### src/hw/ipee_regs.svh
// Register offsets, field positions and reset values for the interrupt priority and enable block
`ifndef IPEE_REGS_SVH
`define IPEE_REGS_SVH

// Register addresses on the special-function bus
`define IPEE_PRIO_ADDR 8'hb8
`define IPEE_XEN_ADDR 8'he6

// Reset values
`define IPEE_PRIO_RESET 7'h00
`define IPEE_XEN_RESET 8'h00

// Priority register fields
`define IPEE_PRIO_UNUSED_BIT 7
`define IPEE_PRIO_W 7

// Extended enable fields
`define IPEE_XEN_T3_BIT 7
`define IPEE_XEN_RSVD_BIT 6
`define IPEE_XEN_CMP_BIT 5
`define IPEE_XEN_PCA_BIT 4
`define IPEE_XEN_CONV_BIT 3
`define IPEE_XEN_WIN_BIT 2
`define IPEE_XEN_PM_BIT 1
`define IPEE_XEN_SMB_BIT 0

// Source slots in the request vector, in vector order
`define IPEE_NUM_SRC 15
`define IPEE_SRC_EXT0 0
`define IPEE_SRC_T0 1
`define IPEE_SRC_EXT1 2
`define IPEE_SRC_T1 3
`define IPEE_SRC_UART 4
`define IPEE_SRC_T2 5
`define IPEE_SRC_SPI 6
`define IPEE_SRC_SMB 7
`define IPEE_SRC_PM 8
`define IPEE_SRC_WIN 9
`define IPEE_SRC_CONV 10
`define IPEE_SRC_PCA 11
`define IPEE_SRC_CMP 12
`define IPEE_SRC_RSVD 13
`define IPEE_SRC_T3 14

`endif

### src/hw/ipee_pkg.sv
// Types shared by the interrupt priority and enable block
`include "ipee_regs.svh"
`default_nettype none
package ipee_pkg;
	typedef logic [7:0] ipee_byte_t;
	typedef logic [2:0] ipee_bit_idx_t;
	typedef logic [`IPEE_NUM_SRC-1:0] ipee_src_vec_t;
endpackage
`default_nettype wire

### src/hw/ipee_req_gate.sv
// Per-source request gating with priority tagging, registered outputs
`default_nettype none
module ipee_req_gate #(
	parameter int NUM_SRC = 15
) (
	// Clock and reset
	input wire logic clk_in,
	input wire logic reset_in,
	// Gating inputs
	input wire logic [NUM_SRC-1:0] pend_in,
	input wire logic [NUM_SRC-1:0] enable_in,
	input wire logic [NUM_SRC-1:0] prio_in,
	input wire logic global_in,
	// Gated requests
	output logic [NUM_SRC-1:0] req_out,
	output logic [NUM_SRC-1:0] high_out,
	output logic any_high_out,
	output logic any_low_out
);
	logic [NUM_SRC-1:0] nxt_req;
	logic [NUM_SRC-1:0] nxt_high;

	// One gate per source
	genvar g;
	generate
		for (g = 0; g < NUM_SRC; g++)
		begin : gen_src
			assign nxt_req[g] = pend_in[g] & enable_in[g] & global_in;
			assign nxt_high[g] = nxt_req[g] & prio_in[g];
		end
	endgenerate

	// Register requests and their level summaries
	always_ff @(posedge clk_in or posedge reset_in)
	begin
		if (reset_in)
		begin
			req_out <= '0;
			high_out <= '0;
			any_high_out <= 1'b0;
			any_low_out <= 1'b0;
		end
		else
		begin
			req_out <= nxt_req;
			high_out <= nxt_high;
			any_high_out <= |nxt_high;
			any_low_out <= |(nxt_req & ~nxt_high);
		end
	end
endmodule
`default_nettype wire

### src/hw/ipee_top.sv
// Interrupt priority register, extended enable register and request gating
`include "ipee_regs.svh"
`default_nettype none
// Notes on behaviour
// - Priority bit 7 reads one, ignores writes
// - Priority bits 6..0 pick source level
// - Priority register at 0xB8, bit addressable
// - Enable bit 7 gates timer three flags
// - Enable bit 5 gates comparator edge flags
// - Enable bit 4 gates counter array requests
// - Enable bit 3 gates conversion done
// - Enable bit 2 gates window compare
// - Enable bit 1 gates port match
// - Enable bit 0 gates SMBus requests
// - Global enable low masks every source
module ipee_top (
	// Clock and reset
	input wire logic clk_in,
	input wire logic reset_in,
	// Byte access on the special-function bus
	input wire ipee_pkg::ipee_byte_t sfr_addr_in,
	input wire logic sfr_wr_in,
	input wire ipee_pkg::ipee_byte_t sfr_wdata_in,
	input wire logic sfr_rd_in,
	output ipee_pkg::ipee_byte_t sfr_rdata_out,
	output logic sfr_hit_out,
	// Single-bit access
	input wire ipee_pkg::ipee_byte_t bit_addr_in,
	input wire logic bit_wr_in,
	input wire logic bit_val_in,
	input wire logic bit_rd_in,
	output logic bit_rdata_out,
	// Enables and levels held outside this block
	input wire logic global_irq_enable_in,
	input wire logic [6:0] legacy_enable_in,
	input wire ipee_pkg::ipee_byte_t ext_priority_in,
	// Legacy pending flags
	input wire logic ext_input_zero_pend_in,
	input wire logic timer_zero_pend_in,
	input wire logic ext_input_one_pend_in,
	input wire logic timer_one_pend_in,
	input wire logic uart_pend_in,
	input wire logic timer_two_pend_in,
	input wire logic serial_periph_pend_in,
	// Extended pending flags
	input wire logic timer_three_low_overflow_in,
	input wire logic timer_three_high_overflow_in,
	input wire logic comparator_rise_flag_in,
	input wire logic comparator_fall_flag_in,
	input wire logic counter_array_pend_in,
	input wire logic conversion_done_flag_in,
	input wire logic window_compare_flag_in,
	input wire logic port_match_in,
	input wire logic smbus_pend_in,
	// Requests to the core
	output ipee_pkg::ipee_src_vec_t irq_req_out,
	output ipee_pkg::ipee_src_vec_t irq_high_out,
	output logic any_high_req_out,
	output logic any_low_req_out
);
	import ipee_pkg::*;

	//--------------------------------------------------------------
	// Register storage
	//--------------------------------------------------------------
	logic [`IPEE_PRIO_W-1:0] prio_ff;
	ipee_byte_t xen_ff;
	ipee_byte_t prio_view;
	ipee_byte_t nxt_rdata;
	logic hit_prio;
	logic hit_xen;
	logic bit_hit;
	ipee_bit_idx_t bit_idx;
	logic nxt_bit_rdata;
	ipee_src_vec_t pend_vec;
	ipee_src_vec_t en_vec;
	ipee_src_vec_t prio_vec;

	assign prio_view = {1'b1, prio_ff};

	assign hit_prio = (sfr_addr_in == `IPEE_PRIO_ADDR);
	assign hit_xen = (sfr_addr_in == `IPEE_XEN_ADDR);
	assign sfr_hit_out = hit_prio | hit_xen;

	// bit address lands on the priority byte
	assign bit_hit = (bit_addr_in[7:3] == 5'(`IPEE_PRIO_ADDR >> 3));
	assign bit_idx = bit_addr_in[2:0];

	//--------------------------------------------------------------
	// Register writes
	//--------------------------------------------------------------
	// Priority register: byte write, else single-bit write
	always_ff @(posedge clk_in or posedge reset_in)
	begin
		if (reset_in)
		begin
			prio_ff <= `IPEE_PRIO_RESET;
		end
		else if (sfr_wr_in && hit_prio)
		begin
			prio_ff <= sfr_wdata_in[`IPEE_PRIO_W-1:0];
		end
		else if (bit_wr_in && bit_hit && bit_idx != 3'(`IPEE_PRIO_UNUSED_BIT))
		begin
			prio_ff[bit_idx] <= bit_val_in;
		end
	end

	// Extended enable: byte access only; reserved bit is kept as written
	always_ff @(posedge clk_in or posedge reset_in)
	begin
		if (reset_in)
		begin
			xen_ff <= `IPEE_XEN_RESET;
		end
		else if (sfr_wr_in && hit_xen)
		begin
			xen_ff <= sfr_wdata_in;
		end
	end

	//--------------------------------------------------------------
	// Register reads
	//--------------------------------------------------------------
	// Byte read mux, unmapped addresses read zero
	always_comb
	begin
		nxt_rdata = 8'h00;
		if (hit_prio)
		begin
			nxt_rdata = prio_view;
		end
		else if (hit_xen)
		begin
			nxt_rdata = xen_ff;
		end
	end

	// Single-bit test read
	assign nxt_bit_rdata = bit_hit ? prio_view[bit_idx] : 1'b0;

	// Read data held until the next read
	always_ff @(posedge clk_in or posedge reset_in)
	begin
		if (reset_in)
		begin
			sfr_rdata_out <= 8'h00;
		end
		else if (sfr_rd_in)
		begin
			sfr_rdata_out <= nxt_rdata;
		end
	end

	// Bit read data held until the next bit read
	always_ff @(posedge clk_in or posedge reset_in)
	begin
		if (reset_in)
		begin
			bit_rdata_out <= 1'b0;
		end
		else if (bit_rd_in)
		begin
			bit_rdata_out <= nxt_bit_rdata;
		end
	end

	//--------------------------------------------------------------
	// Source vectors
	//--------------------------------------------------------------
	// Pending flags per slot; paired flags merge into one request
	always_comb
	begin
		pend_vec = '0;
		pend_vec[`IPEE_SRC_EXT0] = ext_input_zero_pend_in;
		pend_vec[`IPEE_SRC_T0] = timer_zero_pend_in;
		pend_vec[`IPEE_SRC_EXT1] = ext_input_one_pend_in;
		pend_vec[`IPEE_SRC_T1] = timer_one_pend_in;
		pend_vec[`IPEE_SRC_UART] = uart_pend_in;
		pend_vec[`IPEE_SRC_T2] = timer_two_pend_in;
		pend_vec[`IPEE_SRC_SPI] = serial_periph_pend_in;
		pend_vec[`IPEE_SRC_SMB] = smbus_pend_in;
		pend_vec[`IPEE_SRC_PM] = port_match_in;
		pend_vec[`IPEE_SRC_WIN] = window_compare_flag_in;
		pend_vec[`IPEE_SRC_CONV] = conversion_done_flag_in;
		pend_vec[`IPEE_SRC_PCA] = counter_array_pend_in;
		pend_vec[`IPEE_SRC_CMP] = comparator_rise_flag_in | comparator_fall_flag_in;
		pend_vec[`IPEE_SRC_T3] = timer_three_low_overflow_in | timer_three_high_overflow_in;
	end

	// Enable bits per slot; the reserved slot never fires
	always_comb
	begin
		en_vec = '0;
		en_vec[`IPEE_SRC_SPI:`IPEE_SRC_EXT0] = legacy_enable_in;
		en_vec[`IPEE_SRC_SMB] = xen_ff[`IPEE_XEN_SMB_BIT];
		en_vec[`IPEE_SRC_PM] = xen_ff[`IPEE_XEN_PM_BIT];
		en_vec[`IPEE_SRC_WIN] = xen_ff[`IPEE_XEN_WIN_BIT];
		en_vec[`IPEE_SRC_CONV] = xen_ff[`IPEE_XEN_CONV_BIT];
		en_vec[`IPEE_SRC_PCA] = xen_ff[`IPEE_XEN_PCA_BIT];
		en_vec[`IPEE_SRC_CMP] = xen_ff[`IPEE_XEN_CMP_BIT];
		en_vec[`IPEE_SRC_T3] = xen_ff[`IPEE_XEN_T3_BIT];
	end

	// Priority levels per slot; one selects high for every source
	always_comb
	begin
		prio_vec = '0;
		prio_vec[`IPEE_SRC_SPI:`IPEE_SRC_EXT0] = prio_ff;
		prio_vec[`IPEE_SRC_SMB] = ext_priority_in[`IPEE_XEN_SMB_BIT];
		prio_vec[`IPEE_SRC_PM] = ext_priority_in[`IPEE_XEN_PM_BIT];
		prio_vec[`IPEE_SRC_WIN] = ext_priority_in[`IPEE_XEN_WIN_BIT];
		prio_vec[`IPEE_SRC_CONV] = ext_priority_in[`IPEE_XEN_CONV_BIT];
		prio_vec[`IPEE_SRC_PCA] = ext_priority_in[`IPEE_XEN_PCA_BIT];
		prio_vec[`IPEE_SRC_CMP] = ext_priority_in[`IPEE_XEN_CMP_BIT];
		prio_vec[`IPEE_SRC_T3] = ext_priority_in[`IPEE_XEN_T3_BIT];
	end

	//--------------------------------------------------------------
	// Request gating
	//--------------------------------------------------------------
	// global enable overrides masks
	ipee_req_gate #(
		.NUM_SRC(`IPEE_NUM_SRC)
	) u_gate (
		.clk_in(clk_in),
		.reset_in(reset_in),
		.pend_in(pend_vec),
		.enable_in(en_vec),
		.prio_in(prio_vec),
		.global_in(global_irq_enable_in),
		.req_out(irq_req_out),
		.high_out(irq_high_out),
		.any_high_out(any_high_req_out),
		.any_low_out(any_low_req_out)
	);
endmodule
`default_nettype wire

### config.mk
export PLATFORM = sky130hd
export DESIGN_NAME = ipee_top
export DESIGN_NICKNAME = d
export VERILOG_FILES = /design/src/hw/ipee_pkg.sv /design/src/hw/ipee_req_gate.sv /design/src/hw/ipee_top.sv
export VERILOG_INCLUDE_DIRS = /design/src /design/src/hw
export SDC_FILE = /design/constraint.sdc
export NUM_CORES = 1
export LEC_CHECK = 0
export ABC_AREA = 0
export BUFFER_PORTS_ARGS = -buffer_cell sky130_fd_sc_hd__buf_2
export CAP_MARGIN = 15
export CORE_AREA = 4 4 88 90
export DETAILED_ROUTE_END_ITERATION = 12
export DIE_AREA = 0 0 92 94
export PLACE_DENSITY = 0.63
export SKIP_CTS_REPAIR_TIMING = 1
export SKIP_LAST_GASP = 1
export SYNTH_ARGS = -nofsm -noshare
export SYNTH_HDL_FRONTEND = slang
export SYNTH_SLANG_ARGS = --single-unit
export TNS_END_PERCENT = 10
### constraint.sdc
create_clock -name clk_in -period 1.45 [get_ports clk_in]
set_input_delay 0.2175 -clock clk_in [delete_from_list [all_inputs] [get_ports clk_in]]
set_output_delay 0.2175 -clock clk_in [all_outputs]
set_load 0.01 [all_outputs]
==> results.sh <==
export IMPL_layout_nets=405
export IMPL_cts_root_buf="clkbuf_8"
export IMPL_wirelength_um=6690
export IMPL_synthFlopType="dfrtp_1"
export IMPL_clk_pin_slew_ps=90
export IMPL_syn_area_um2=2360
export IMPL_hp_class="primary input to flip-flop"
export IMPL_antenna_found_initial=0
export IMPL_diodes=0
export IMPL_power_leakage_uw=0.00187
export IMPL_wl_per_cell_um=15.1
export IMPL_cp_start_kind="flip-flop"
export IMPL_synth_common_cells="dfrtp_1 (54), nand3_1 (19), inv_1 (15), nor2_1 (12), nor2b_1 (10)"
export IMPL_cp_buffers_inverters=0
export IMPL_worst_slack_ps=-40.1
export IMPL_place_gp_congestion=0.840
export IMPL_grt_total_usage_pct=15.8
export IMPL_fin_crit_sh_pct=103
export IMPL_dp_cells=433
export IMPL_crit_start="prio_ff[3]$_DFFE_PP0P_"
export IMPL_synth_edf_count=0
export IMPL_violations="negative setup slack"
export IMPL_cp_end_kind="flip-flop"
export IMPL_slew_headroom_pct=64.5
export IMPL_pre_cts_ws_ps=-252
export IMPL_required_ps=1630
export IMPL_post_route_min_period_ps=1490
export IMPL_synth_seq_area_share_pct=57.1
export IMPL_dr_pass1_iters=4
export IMPL_min_from="bit_rd_in"
export IMPL_cts_buffers=5
export IMPL_rsz0062_at_grt="true"
export IMPL_clock_skew_ps=9.69
export IMPL_drc=0
export IMPL_ys_ff_latch=54
export IMPL_cts_tree="yes"
export IMPL_slew_violations=0
export IMPL_drtIter0Drc=76
export IMPL_grt_pass1_wl_um=10700
export IMPL_yosysTopAreaCellShare_pct=57.1
export IMPL_grt_overflow=0
export IMPL_synth_top_cell_by_area="dfrtp_1"
export IMPL_worst_slew_pin_slew_ps=531
export IMPL_yosysMostFrequentCell="dfrtp_1"
export IMPL_start_util_pct=33.5
export IMPL_vias=2150
export IMPL_viasPerCell=4.86
export IMPL_crit_type="flip-flop to flip-flop"
export IMPL_worstSkewPairLatency_ps=300
export IMPL_grt_max_degree=55
export IMPL_dieArea_um2=8650
export IMPL_synth_cell_types=41
export IMPL_layout_drive_gt1_share_pct=42.6
export IMPL_crit_path_max_fanout=2
export IMPL_fillers=700
export IMPL_status="finished, violations left"
export IMPL_ioPinCount=105
export IMPL_antenna_left=0
export IMPL_synth_warnings=0
export IMPL_syn_avg_cell_area_um2=11.2
export IMPL_cts_buffer_depth=2
export IMPL_area_delta_synth_final_pct=40.2
export IMPL_h_tree_depth=2
export IMPL_core_um2=7060
export IMPL_setup_viol=1
export IMPL_die_w_um=92
export IMPL_hpwl_um=5470
export IMPL_peakVddDrop_uv=393
export IMPL_grt_pass1_vias=2173
export IMPL_max_stage_delay_ps=470
export IMPL_worst_hold_slack_ps=104
export IMPL_r2r_start="prio_ff[3]$_DFFE_PP0P_"
export IMPL_numClockSinks=54
export IMPL_crit_family="simple AND/OR/NAND/NOR gates"
export IMPL_crit_chain="and4_4 > nor4_2 > nand3_1 > or4b_1"
export IMPL_crit_path_top_delay_cell="or4b_1"
export IMPL_power_density_nw_per_um2=857
export IMPL_cp_data_arrival_time_ps=1670
export IMPL_synth_area_top_cells="dfrtp_1 (57%), nand3_1 (4.0%), mux2_1 (3.8%), a221o_1 (3.0%), nor2b_1 (2.6%)"
export IMPL_final_cell_count_no_fill=442
export IMPL_row_count=31
export IMPL_postSynthCellCount=211
export IMPL_clock_fmax_ghz=0.671
export IMPL_fin_area_um2=3320
export IMPL_cap_violations=0
export IMPL_finalHoldViolations=0
export IMPL_io_buffer_count=101
export IMPL_placed_area_um2=3210
export IMPL_async_flop_share_pct=100
export IMPL_die_h_um=94
## through the flow
| stage | utilization, % | setup TNS [ps] | total power [uW] |
|---|---|---|---|
| after floorplan | - | -31.6 | 1790 |
| after global placement | 45.5 | -228 | 2050 |
| after detailed placement | 45.5 | -267 | 2060 |
| after CTS | 46.7 | -77.9 | 2850 |
| after global routing | 47.0 | -128 | 2970 |
| final | 47.0 | -40.1 | 2840 |
## flip-flops by register name (all words and copies together) (netlist names)
register and count:
sfr_rdata_out 8, bit_rdata_out 1, u_gate.req_out 14, xen_ff 8, u_gate.any_low_out 1, u_gate.any_high_out 1
prio_ff 7, u_gate.high_out 14
## worst paths after layout
kind	to	slack, ps	cells after the start
setup / recovery	u_gate.any_high_out$_DFF_PP0_	-40	4
hold / removal	bit_rdata_out$_DFFE_PP0P_	100	2
setup reg to reg	u_gate.any_high_out$_DFF_PP0_	-40	4
hold reg to reg	xen_ff[6]$_DFFE_PP0P_	500	1
max in group asynchronous	xen_ff[3]$_DFFE_PP0P_	680	4
min in group asynchronous	u_gate.req_out[14]$_DFF_PP0_	530	4
## logic make-up after synthesis
kind of cell / count (synthesis) / synth area share [%]
and+or+nand+nor: 83 / 21.7
DFF: 54 / 57.1
AOI/OAI and AO/OA: 36 / 11.1
buffers and inverters: 26 / 4.87
muxes: 11 / 5.08
other: 1 / 0.159
## where the power goes
group / internal (uW) / total [uW] / switching [uW]
Combinational: 210 / 434 / 224
Clock: 342 / 816 / 474
Sequential: 1560 / 1590 / 28.8
## layout by cell type (no fill, tap or decap), types with 3 or more instances in the layout
| cell | instances |
|---|---|
| buf_2 | 101 |
| dfrtp_1 | 54 |
| buf_4 | 27 |
| nand3_1 | 19 |
| inv_1 | 14 |
| nor2_1 | 12 |
| nor2b_1 | 10 |
| mux2_1 | 8 |
| and2_1 | 7 |
| a31oi_1 | 7 |
| a221o_1 | 7 |
| o22ai_1 | 6 |
| and4_1 | 6 |
| nand2_1 | 5 |
| o21ai_0 | 5 |
| clkbuf_8 | 5 |
| mux2i_1 | 3 |
| and4b_1 | 3 |
| and3_1 | 3 |
| nand4_1 | 3 |
| buf_12 | 3 |
## metal layers
layer	up-vias	part of all wire, %	global-route usage, %
met5	-	0	0
met1	1013	44	20.6
met4	0	1.1	4.58
met2	97	46	25.9
li1	1031	-	-
met3	9	8.9	4.25
## worst reg2reg max path: cells and delay by family, from the launching register on
| family | cells | cell delay, ps |
|---|---|---|
| AND/OR/NAND/NOR | 4 | 970 |
| flip-flops | 1 | 400 |
## area by class of cell
type,count,area (um^2),share of cell area (%)
tap,99,124,3.74
inverter,17,67.6,2.04
timing repair buffer,132,778,23.5
clock buffer,6,72.6,2.19
multi-input combinational,132,908,27.4
sequential,54,1350,40.8
clock inverter,2,13.8,0.415
Note: power is estimated with default switching activity, not from simulation.
